[src/dcb_pkg.sv]
// Shared constants and types for the DDR2 command and burst block
package dcb_pkg;
   localparam int DCB_BANKS = 8;
   localparam int DCB_BANK_W = 3;
   localparam int DCB_ADDR_W = 13;
   localparam int DCB_COL_W = 10;
   localparam int DCB_DQ_W = 16;
   localparam int DCB_MASK_W = 2;
   localparam int DCB_AP_BIT = 10;
   localparam int DCB_BL4 = 4;
   localparam int DCB_BL8 = 8;
   localparam int DCB_LAT_W = 4;
   localparam int DCB_CNT_W = 6;
   localparam int DCB_FIFO_DEPTH = 16;
   localparam int DCB_MEM_DEPTH = 64;
   localparam int DCB_MEM_AW = 6;
   localparam logic [DCB_LAT_W-1:0] DCB_CL_RESET = 4'h4;
   localparam logic [DCB_LAT_W-1:0] DCB_AL_RESET = 4'h0;
   localparam logic [DCB_LAT_W-1:0] DCB_ONE = 4'h1;
   localparam logic [DCB_CNT_W-1:0] DCB_CNT_ONE = 6'h01;
   localparam logic [DCB_CNT_W-1:0] DCB_CNT_ZERO = 6'h00;
   localparam logic [2:0] DCB_MR_MAIN = 3'h0;
   localparam logic [2:0] DCB_MR_EXT = 3'h1;
   localparam int DCB_MR_BL_LSB = 0;
   localparam int DCB_MR_CL_LSB = 4;
   localparam int DCB_EMR_AL_LSB = 3;
   localparam logic [2:0] DCB_MR_BL8_CODE = 3'h3;
   typedef enum logic [3:0] {
      DCB_CMD_DESEL, DCB_CMD_NOP, DCB_CMD_LOAD, DCB_CMD_REFRESH, DCB_CMD_SELF,
      DCB_CMD_PRE, DCB_CMD_ACT, DCB_CMD_WRITE, DCB_CMD_READ, DCB_CMD_PDOWN
   } dcb_cmd_type;
   typedef enum logic [1:0] {DCB_PWR_ACTIVE, DCB_PWR_SELF, DCB_PWR_DOWN} dcb_pwr_type;
endpackage

[src/dcb_fifo_if.sv]
// Valid/ready link between the array front end and the read FIFO
`timescale 1ns/1ns
interface dcb_fifo_if #(parameter int WIDTH = 16);
   logic valid;
   logic ready;
   logic [WIDTH-1:0] data;
   modport source (output valid, output data, input ready);
   modport sink (input valid, input data, output ready);
endinterface

[src/dcb_fifo.sv]
// Parameterised synchronous FIFO for read data
`timescale 1ns/1ns
module dcb_fifo
   import dcb_pkg::*;
#(
   parameter int WIDTH = DCB_DQ_W,
   parameter int DEPTH = DCB_FIFO_DEPTH
)
(
   input wire logic clk_sys,
   input wire logic reset,
   dcb_fifo_if.sink inPort,
   dcb_fifo_if.source outPort
);
   localparam int AW = $clog2(DEPTH);
   typedef struct packed {
      logic [AW-1:0] wrPtr;
      logic [AW-1:0] rdPtr;
      logic [AW:0] count;
   } dcb_fifo_state_type;
   dcb_fifo_state_type st_r, st_nxt;
   logic [WIDTH-1:0] mem [DEPTH];
   logic pushOk, popOk;

   assign inPort.ready = (st_r.count != (AW+1)'(DEPTH));
   assign outPort.valid = (st_r.count != '0);
   assign outPort.data = mem[st_r.rdPtr];
   assign pushOk = inPort.valid && inPort.ready;
   assign popOk = outPort.valid && outPort.ready;

   always_comb
   begin
      st_nxt = st_r;
      if (pushOk)
      begin
         st_nxt.wrPtr = st_r.wrPtr + AW'(1);
      end
      if (popOk)
      begin
         st_nxt.rdPtr = st_r.rdPtr + AW'(1);
      end
      st_nxt.count = st_r.count + (AW+1)'(pushOk) - (AW+1)'(popOk);
   end

   always_ff @(posedge clk_sys or posedge reset)
   begin
      if (reset)
      begin
         st_r <= '0;
      end
      else
      begin
         st_r <= st_nxt;
      end
   end

   // Storage carries no reset so it can map to RAM
   always_ff @(posedge clk_sys)
   begin
      if (pushOk)
      begin
         mem[st_r.wrPtr] <= inPort.data;
      end
   end
endmodule // dcb_fifo

[src/dcb_ddr2_device.sv]
// Command decoder, bank state and burst engine of a DDR2 device model
// Notes on behaviour
// - Commands decode from select, row, column, write strobe and clock enable at rising clock.
// - Deselect accepts no command; running operations continue.
// - No-operation starts nothing and leaves running operations alone.
// - Activate opens the addressed row in the chosen bank until precharged.
// - Read/write encoding; address bit ten requests auto precharge at burst end.
// - First read word arrives additive plus column latency after the read; the model delivers it two clocks later, via FIFO and output register.
// - Strobe driven with read data, no preamble before and a low postamble after.
// - A write byte is stored only when its mask is sampled low.
// - Write words captured from first strobe edge after write, then successive edges.
// - Self-refresh enters on refresh with clock enable low; exits when it rises.
// - Power-down from deselect or no-operation; no refresh performed meanwhile.
// - Precharge with bit ten high closes all banks, otherwise only the chosen one.
`timescale 1ns/1ns
module dcb_ddr2_device
   import dcb_pkg::*;
#(
   parameter int BANKS = DCB_BANKS,
   parameter int FIFO_DEPTH = DCB_FIFO_DEPTH
)
(
   input wire logic clk_sys,
   input wire logic reset,
   input wire logic clockEnable,
   input wire logic chipSelectN,
   input wire logic rowStrobeN,
   input wire logic columnStrobeN,
   input wire logic writeStrobeN,
   input wire logic [DCB_BANK_W-1:0] bankSelect,
   input wire logic [DCB_ADDR_W-1:0] address,
   input wire logic [DCB_DQ_W-1:0] dataIn,
   input wire logic [DCB_MASK_W-1:0] byteMask,
   input wire logic strobeIn,
   output logic [DCB_DQ_W-1:0] dataOut,
   output logic dataOe,
   output logic strobeOut,
   output logic strobeOutN,
   output logic strobeOe,
   output logic [BANKS-1:0] bankOpen,
   output logic selfRefreshActive,
   output logic powerDownActive,
   output logic odtAvailable,
   output logic readFifoFull
);
   typedef struct packed {
      logic ckePrev;
      dcb_pwr_type pwr;
      logic [BANKS-1:0] open;
      logic [BANKS-1:0][DCB_ADDR_W-1:0] row;
      logic [DCB_LAT_W-1:0] columnLatency;
      logic [DCB_LAT_W-1:0] additiveLatency;
      logic burst8;
      logic [DCB_CNT_W-1:0] rdWait;
      logic [DCB_CNT_W-1:0] rdLeft;
      logic [DCB_MEM_AW-1:0] rdAddr;
      logic [DCB_BANK_W-1:0] rdBank;
      logic rdAutoPre;
      logic wrArmed;
      logic [DCB_CNT_W-1:0] wrLeft;
      logic [DCB_MEM_AW-1:0] wrAddr;
      logic [DCB_BANK_W-1:0] wrBank;
      logic wrAutoPre;
      logic strobePrev;
      logic [DCB_DQ_W-1:0] dataOut;
      logic dataOe;
      logic strobeOut;
      logic strobeOutN;
      logic strobeOe;
      logic [2:0] strobeSync;
      logic selfRefreshActive;
      logic powerDownActive;
      logic odtAvailable;
      logic readFifoFull;
   } dcb_dev_state_type;

   dcb_dev_state_type st_r, st_nxt;
   logic [DCB_DQ_W-1:0] array [DCB_MEM_DEPTH];
   localparam int BYTE_W = DCB_DQ_W / DCB_MASK_W;
   logic strobeRise, wrEnable;
   dcb_cmd_type cmd;
   logic [DCB_CNT_W-1:0] burstLen;
   dcb_fifo_if #(.WIDTH(DCB_DQ_W)) fifoIn();
   dcb_fifo_if #(.WIDTH(DCB_DQ_W)) fifoOut();

   // Strobe pin crosses into the clock domain; a rise counts when stages two and three agree
   assign strobeRise = st_r.strobeSync[1] && st_r.strobeSync[2] && !st_r.strobePrev;

   // Decode uses current clock enable and the one sampled last edge
   always_comb
   begin
      cmd = DCB_CMD_DESEL;
      if (!st_r.ckePrev)
      begin
         cmd = DCB_CMD_DESEL;
      end
      else if (chipSelectN)
      begin
         cmd = clockEnable ? DCB_CMD_DESEL : DCB_CMD_PDOWN;
      end
      else if (!rowStrobeN && !columnStrobeN && !writeStrobeN)
      begin
         cmd = DCB_CMD_LOAD;
      end
      else if (!rowStrobeN && !columnStrobeN)
      begin
         cmd = clockEnable ? DCB_CMD_REFRESH : DCB_CMD_SELF;
      end
      else if (!rowStrobeN && writeStrobeN)
      begin
         cmd = DCB_CMD_ACT;
      end
      else if (!rowStrobeN)
      begin
         cmd = DCB_CMD_PRE;
      end
      else if (!columnStrobeN)
      begin
         cmd = writeStrobeN ? DCB_CMD_READ : DCB_CMD_WRITE;
      end
      else
      begin
         cmd = clockEnable ? DCB_CMD_NOP : DCB_CMD_PDOWN;
      end
   end

   assign burstLen = st_r.burst8 ? DCB_CNT_W'(DCB_BL8) : DCB_CNT_W'(DCB_BL4);
   assign wrEnable = st_r.wrArmed && strobeRise && st_r.wrLeft != DCB_CNT_ZERO
      && cmd != DCB_CMD_WRITE;

   always_comb
   begin
      st_nxt = st_r;
      st_nxt.ckePrev = clockEnable;
      st_nxt.strobeSync = {st_r.strobeSync[1:0], strobeIn};
      st_nxt.strobePrev = st_r.strobeSync[2];
      fifoIn.valid = 1'b0;
      fifoIn.data = array[st_r.rdAddr];
      fifoOut.ready = 1'b0;
      // Exit from low-power states needs no command, only clock enable rising
      if (st_r.pwr != DCB_PWR_ACTIVE && clockEnable)
      begin
         st_nxt.pwr = DCB_PWR_ACTIVE;
      end
      if (st_r.pwr == DCB_PWR_ACTIVE)
      begin
         case (cmd)
            DCB_CMD_LOAD:
            begin
               if (bankSelect == DCB_MR_MAIN)
               begin
                  st_nxt.burst8 = address[DCB_MR_BL_LSB+:3] == DCB_MR_BL8_CODE;
                  st_nxt.columnLatency = DCB_LAT_W'(address[DCB_MR_CL_LSB+:3]);
               end
               else if (bankSelect == DCB_MR_EXT)
               begin
                  st_nxt.additiveLatency = DCB_LAT_W'(address[DCB_EMR_AL_LSB+:3]);
               end
            end
            DCB_CMD_ACT:
            begin
               st_nxt.open[bankSelect] = 1'b1;
               st_nxt.row[bankSelect] = address;
            end
            DCB_CMD_PRE:
            begin
               if (address[DCB_AP_BIT])
               begin
                  st_nxt.open = '0;
               end
               else
               begin
                  st_nxt.open[bankSelect] = 1'b0;
               end
            end
            DCB_CMD_READ:
            begin
               // Read latency counts the command edge as cycle zero
               st_nxt.rdWait = DCB_CNT_W'(st_r.columnLatency + st_r.additiveLatency);
               st_nxt.rdLeft = burstLen;
               st_nxt.rdAddr = DCB_MEM_AW'(address[DCB_COL_W-1:0]);
               st_nxt.rdBank = bankSelect;
               st_nxt.rdAutoPre = address[DCB_AP_BIT];
            end
            DCB_CMD_WRITE:
            begin
               // A new write replaces any running one, truncating it
               st_nxt.wrArmed = 1'b1;
               st_nxt.wrLeft = burstLen;
               st_nxt.wrAddr = DCB_MEM_AW'(address[DCB_COL_W-1:0]);
               st_nxt.wrBank = bankSelect;
               st_nxt.wrAutoPre = address[DCB_AP_BIT];
            end
            DCB_CMD_SELF:
            begin
               st_nxt.pwr = DCB_PWR_SELF;
            end
            DCB_CMD_PDOWN:
            begin
               st_nxt.pwr = DCB_PWR_DOWN;
            end
            default:
            begin
            end
         endcase
      end
      // Read engine: wait out latency then one word per edge into the FIFO
      if (st_r.rdWait != DCB_CNT_ZERO && cmd != DCB_CMD_READ)
      begin
         st_nxt.rdWait = st_r.rdWait - DCB_CNT_ONE;
      end
      else if (st_r.rdWait == DCB_CNT_ZERO && st_r.rdLeft != DCB_CNT_ZERO
         && cmd != DCB_CMD_READ)
      begin
         fifoIn.valid = 1'b1;
         if (fifoIn.ready)
         begin
            st_nxt.rdLeft = st_r.rdLeft - DCB_CNT_ONE;
            st_nxt.rdAddr = st_r.rdAddr + DCB_MEM_AW'(1);
            // An activate on the same edge wins over the closing
            if (st_r.rdLeft == DCB_CNT_ONE && st_r.rdAutoPre
               && !(cmd == DCB_CMD_ACT && bankSelect == st_r.rdBank))
            begin
               st_nxt.open[st_r.rdBank] = 1'b0;
            end
         end
      end
      // Output stage: strobe toggles with each word, no preamble, low in the postamble
      fifoOut.ready = 1'b1;
      st_nxt.dataOe = fifoOut.valid;
      st_nxt.strobeOe = fifoOut.valid || st_r.strobeOe && st_r.dataOe;
      if (fifoOut.valid)
      begin
         st_nxt.dataOut = fifoOut.data;
         st_nxt.strobeOut = !st_r.strobeOut;
         st_nxt.strobeOutN = st_r.strobeOut;
      end
      else
      begin
         st_nxt.strobeOut = 1'b0;
         st_nxt.strobeOutN = 1'b1;
      end
      // Write engine
      if (st_r.wrArmed && strobeRise && cmd != DCB_CMD_WRITE)
      begin
         st_nxt.wrLeft = st_r.wrLeft - DCB_CNT_ONE;
         st_nxt.wrAddr = st_r.wrAddr + DCB_MEM_AW'(1);
         if (st_r.wrLeft == DCB_CNT_ONE)
         begin
            st_nxt.wrArmed = 1'b0;
            if (st_r.wrAutoPre && !(cmd == DCB_CMD_ACT && bankSelect == st_r.wrBank))
            begin
               st_nxt.open[st_r.wrBank] = 1'b0;
            end
         end
      end
      st_nxt.selfRefreshActive = st_nxt.pwr == DCB_PWR_SELF;
      st_nxt.powerDownActive = st_nxt.pwr == DCB_PWR_DOWN;
      st_nxt.odtAvailable = st_nxt.pwr != DCB_PWR_SELF;
      st_nxt.readFifoFull = !fifoIn.ready;
   end

   // Each byte lane keeps its old contents while its mask is high
   always_ff @(posedge clk_sys)
   begin
      for (int b = 0; b < DCB_MASK_W; b++)
      begin
         if (wrEnable && !byteMask[b])
         begin
            array[st_r.wrAddr][b*BYTE_W +: BYTE_W] <= dataIn[b*BYTE_W +: BYTE_W];
         end
      end
   end

   dcb_fifo #(.WIDTH(DCB_DQ_W), .DEPTH(FIFO_DEPTH)) readFifo (
      .clk_sys(clk_sys),
      .reset(reset),
      .inPort(fifoIn),
      .outPort(fifoOut)
   );

   always_ff @(posedge clk_sys or posedge reset)
   begin
      if (reset)
      begin
         st_r <= '0;
         st_r.columnLatency <= DCB_CL_RESET;
         st_r.additiveLatency <= DCB_AL_RESET;
         st_r.strobeOutN <= 1'b1;
         st_r.odtAvailable <= 1'b1;
      end
      else
      begin
         st_r <= st_nxt;
      end
   end

   assign selfRefreshActive = st_r.selfRefreshActive;
   assign powerDownActive = st_r.powerDownActive;
   assign odtAvailable = st_r.odtAvailable;
   assign readFifoFull = st_r.readFifoFull;
   assign dataOut = st_r.dataOut;
   assign dataOe = st_r.dataOe;
   assign strobeOut = st_r.strobeOut;
   assign strobeOutN = st_r.strobeOutN;
   assign strobeOe = st_r.strobeOe;
   assign bankOpen = st_r.open;

   chk_act_opens_bank: assert property (@(posedge clk_sys) disable iff (reset)
      st_r.pwr == DCB_PWR_ACTIVE && cmd == DCB_CMD_ACT |=> bankOpen[$past(bankSelect)])
      else $error("activate did not open bank");
   chk_pre_all_closes: assert property (@(posedge clk_sys) disable iff (reset)
      st_r.pwr == DCB_PWR_ACTIVE && cmd == DCB_CMD_PRE && address[DCB_AP_BIT]
      && st_r.rdLeft == '0 |=> bankOpen == '0)
      else $error("precharge all left a bank open");
   chk_deselect_no_act: assert property (@(posedge clk_sys) disable iff (reset)
      chipSelectN && st_r.rdLeft == '0 && !st_r.wrArmed |=> $stable(bankOpen))
      else $error("deselect changed bank state");
   chk_nop_no_act: assert property (@(posedge clk_sys) disable iff (reset)
      cmd == DCB_CMD_NOP && st_r.rdLeft == '0 && !st_r.wrArmed |=> $stable(bankOpen))
      else $error("nop changed bank state");
   chk_self_entry: assert property (@(posedge clk_sys) disable iff (reset)
      st_r.pwr == DCB_PWR_ACTIVE && cmd == DCB_CMD_SELF |=> ##1 !odtAvailable)
      else $error("self refresh not entered");
   chk_pdown_entry: assert property (@(posedge clk_sys) disable iff (reset)
      st_r.pwr == DCB_PWR_ACTIVE && cmd == DCB_CMD_PDOWN |=> ##1 powerDownActive)
      else $error("power down not entered");
   chk_read_latency: assert property (@(posedge clk_sys) disable iff (reset)
      st_r.pwr == DCB_PWR_ACTIVE && cmd == DCB_CMD_READ && st_r.rdLeft == '0
      |=> st_r.rdWait == DCB_CNT_W'($past(st_r.columnLatency + st_r.additiveLatency)))
      else $error("read latency loaded wrongly");
   chk_preamble_low: assert property (@(posedge clk_sys) disable iff (reset)
      !st_r.dataOe |-> !strobeOut && strobeOutN)
      else $error("strobe not low outside data");
   chk_mask_blocks: assert property (@(posedge clk_sys) disable iff (reset)
      wrEnable && byteMask[0] |=> array[$past(st_r.wrAddr)][BYTE_W-1:0]
      == $past(array[st_r.wrAddr][BYTE_W-1:0]))
      else $error("masked byte written");
   chk_byte_stored: assert property (@(posedge clk_sys) disable iff (reset)
      wrEnable && !byteMask[0] |=> array[$past(st_r.wrAddr)][BYTE_W-1:0]
      == $past(dataIn[BYTE_W-1:0]))
      else $error("unmasked byte not stored");
   chk_write_first_edge: assert property (@(posedge clk_sys) disable iff (reset)
      st_r.wrArmed && strobeRise && cmd != DCB_CMD_WRITE
      |=> st_r.wrLeft == $past(st_r.wrLeft) - DCB_CNT_ONE)
      else $error("write word not captured on strobe edge");
endmodule // dcb_ddr2_device

[config.mk]
export PLATFORM = sky130hd
export DESIGN_NAME = dcb_ddr2_device
export DESIGN_NICKNAME = d
export VERILOG_FILES = /design/src/dcb_pkg.sv /design/src/dcb_fifo_if.sv /design/src/dcb_fifo.sv /design/src/dcb_ddr2_device.sv
export SDC_FILE = /design/constraint.sdc
export NUM_CORES = 2
export LEC_CHECK = 0
export BUFFER_PORTS_ARGS = -buffer_cell sky130_fd_sc_hd__buf_2
export CORE_MARGIN = 10
export CORE_UTILIZATION = 55
export DETAILED_ROUTE_END_ITERATION = 8
export GPL_ROUTABILITY_DRIVEN = 1
export GPL_TIMING_DRIVEN = 0
export PLACE_DENSITY = 0.74
export SLEW_MARGIN = 20
export SYNTH_ARGS = -nofsm -noshare
export SYNTH_HDL_FRONTEND = slang
export SYNTH_SLANG_ARGS = --single-unit
[constraint.sdc]
create_clock -name clk_sys -period 3.2 [get_ports clk_sys]
set_clock_uncertainty 0.2 [all_clocks]
set_input_delay 0.64 -clock clk_sys [delete_from_list [all_inputs] [get_ports clk_sys]]
set_output_delay 0.64 -clock clk_sys [all_outputs]
set_load 0.01 [all_outputs]
==> results.toml <==
[clock_tree]
clkTransAtPathRegs_ps = 60
cts_num_sinks = 1378
cts-buffers-inserted = 140
root_buffer = "clkbuf_16"
clk_latency_ps = 760
htree_levels = 4
clock_path_buffers = 3
cts_tree = "yes"

[logic_synthesis]
synthMuxAreaShare = 0.145
ys_types = 65
synth_cells = 2946
synth_edf_count = 1280
synthFlopType = "edfxtp_1"
synth_compound_area_frac = 0.0356
synth_top_family_by_area = "multiplexers"
synth_seq_cells = 1378
synth_xor_area_frac = 0.00288
syn-mean-instance-area_um2 = 18.6
synthMostInstantiatedCell = "edfxtp_1"
yosysWarningCount = 0
synth_common_cells = "edfxtp_1, mux4_2, nand2_1"
synthSimpleGateAreaFrac = 0.0446
synth_area_leaders = "edfxtp_1, mux4_2, dfrtp_1"
ys_seq_area_frac = 0.746
async_flop_share = 0.0711
synth_top_area_cell = "edfxtp_1"
synth_top_area_share = 0.701
synthesis.area_um2 = 54800
synth_nets = 3012
synthAdderAreaFrac = 0.00575

[power]
leakage_uw = 0.0211
power_uw = 57300
p_per_area_nw_per_um2 = 892
power.share.sequential = 0.384
p_switching_uw = 18400
clkPwrFrac = 0.289
comb_power_share = 0.328
irDropWorstVdd_v = 0.000569
p_sw_frac = 0.320
power.internal_uw = 38900

[critical_path]
cp_common_cell = "buf_4"
path_class = "register to register"
cp_cell_sequence = "buf_4 -> buf_4 -> buf_4 -> mux4_2 -> a22oi_1 -> nand2_2 -> a21oi_4 -> o22ai_4 -> buf_12"
required_ps = 3500
critPathMaxStageDelay_ps = 490
crit_family = "buffers and inverters"
worst_path_max_delay_cell = "dfrtp_2"
timing.critical_path.buf_inv = 4
endpoint_kind = "register"
worst-path-max-fanout = 16
arrival_ps = 3560
start_kind = "register"

[grt]
grt_usage = 0.245
grt_max_degree = 65
antenna_found_initial = 2
grt_pass1_wl_mm = 202
overflow = 0
grt_pass1_vias = 30192

[finish]
instances_no_fill = 4608
drive_gt1_frac = 0.311
diodes = 0
nNetsFinal = 3275
syn_to_final_growth_pct = 17.1

[die]
core.rowCount = 115
die_height_um = 336
dieArea_um2 = 113000
start_util = 0.556
ios = 74
die_w_um = 336
core_um2 = 98600

[place]
port_buffers = 67
place_inst = 4307
place_congestion = 1.00
dp_hpwl_mm = 88.5

[hold_path]
min_path_type = "input port to register"

[detailed_routing]
drt-pass1-iter-count = 8
routed_wl_mm = 138
dr.first_iter.drc_count = 3600
detail_route.wl_per_cell_um = 29.8
ant_nets = 0
via_count = 29803
drc = 0
vias_per_cell = 6.47

[timing]
hold_viol = 0
fin_ws_ps = -55.3
worstMarginPinSlew_ps = 1220
fin_crit_ps = 3260
slew-limit-headroom = 0.184
finalSetupViolCount = 32
setup_tns_ps = -1250
max_freq_ghz = 0.307
fin_crit_sh = 1.02
rsz0062_at_grt = "yes"
drv_slew = 0
hold_ws_ps = 58.3

[run]
max_cap_violations = 0

[status]
outcome = "finished with violations"
violations = "negative setup slack"
==> routing by layer <==
layer | track usage | share of wire | vias to the layer above
li1 | - | - | 12361
met1 | 0.330 | 0.38 | 15400
met2 | 0.388 | 0.48 | 1750
met3 | 0.0554 | 0.10 | 288
met4 | 0.0944 | 0.037 | 4
met5 | 0 | 0.00020 | -
==> path summary, 6_finish.rpt <==
kind / startpoint / to / slack (ps) / cells past startpoint
min in group asynchronous: reset / st_r[188] / 240 / 3
setup reg to reg: st_r[50] / readFifo.mem[8][8] / -60 / 9
max in group asynchronous: reset / st_r[52] / 1890 / 5
hold / removal: address[5] / st_r[73] / 60 / 2
setup / recovery: st_r[50] / readFifo.mem[8][8] / -60 / 9
hold reg to reg: st_nxt[5] / st_nxt[6] / 150 / 0
==> state kept, by name, indices dropped and copies added (netlist names) <==
| register | flops |
|---|---|
| readFifo.st_r | 13 |
| selfRefreshActive | 1 |
| st_nxt | 3 |
| readFifo.mem | 256 |
| strobeOe | 1 |
| powerDownActive | 1 |
| odtAvailable | 1 |
| dataOe | 1 |
| dataOut | 16 |
| readFifoFull | 1 |
| strobeOut | 1 |
| array | 1024 |
| strobeOutN | 1 |
| bankOpen | 8 |
| st_r | 50 |
==> final cells by class <==
class,instances,area (um^2)
Buffer,189,1300
Clock buffer,162,3630
Clock inverter,92,1020
Fill cell,6270,34400
Inverter,29,116
Multi-Input combinational cell,1350,14600
Sequential cell,1378,40900
Tap cell,1287,1610
Timing Repair Buffer,121,1040
==> power groups by stage <==
| stage | logic (uW) | clock network (uW) | registers (uW) |
|---|---|---|---|
| after global placement | 14700 | 0 | 22300 |
| after global routing | 19600 | 17400 | 22000 |
| final | 18800 | 16500 | 22000 |
| after CTS | 17700 | 16600 | 22000 |
| after detailed placement | 15300 | 0 | 22300 |
| after floorplan | 9880 | 0 | 22200 |
==> layout by cell type, fill, tap and decap left out, types with 52 or more instances in the layout <==
cell type	netlist	final
edfxtp_1	1280	1280
mux4_2	256	256
nand2_1	205	181
mux2i_1	160	156
clkbuf_16	0	141
dfrtp_1	95	93
nor2_4	0	90
buf_2	39	76
buf_4	45	75
clkbuf_1	79	64
mux2_2	52	52
==> cells by family after synthesis <==
family                   count (synthesis)
flip-flops                            1378
XOR/XNOR                                18
AO/OA/AOI/OAI                          291
AND/OR/NAND/NOR                        546
adder cells (fa/ha/maj)                 24
multiplexers                           468
buffers and inverters                  221
==> repair_timing <==
| action | in CTS | in global routing |
|---|---|---|
| setup buffers | 12 | 23 |
| gates cloned | 3 | 1 |
| hold buffers | 11 | 0 |
| endpoints found under the hold margin | 90 | 0 |
| endpoints found under the setup margin | 1451 | 1316 |
| resized for setup | 370 | 169 |
| pin swaps | 16 | 13 |
==> metrics by stage <==
step	setup WS, ps	cell area (um^2)	util
after floorplan	195	54800	-
after global placement	-1220	56800	0.576
after detailed placement	-1140	57000	0.578
after CTS	-188	63300	0.642
after global routing	-142	64200	0.651
final	-55.3	64200	0.651
(Power assumes the default switching activity.)
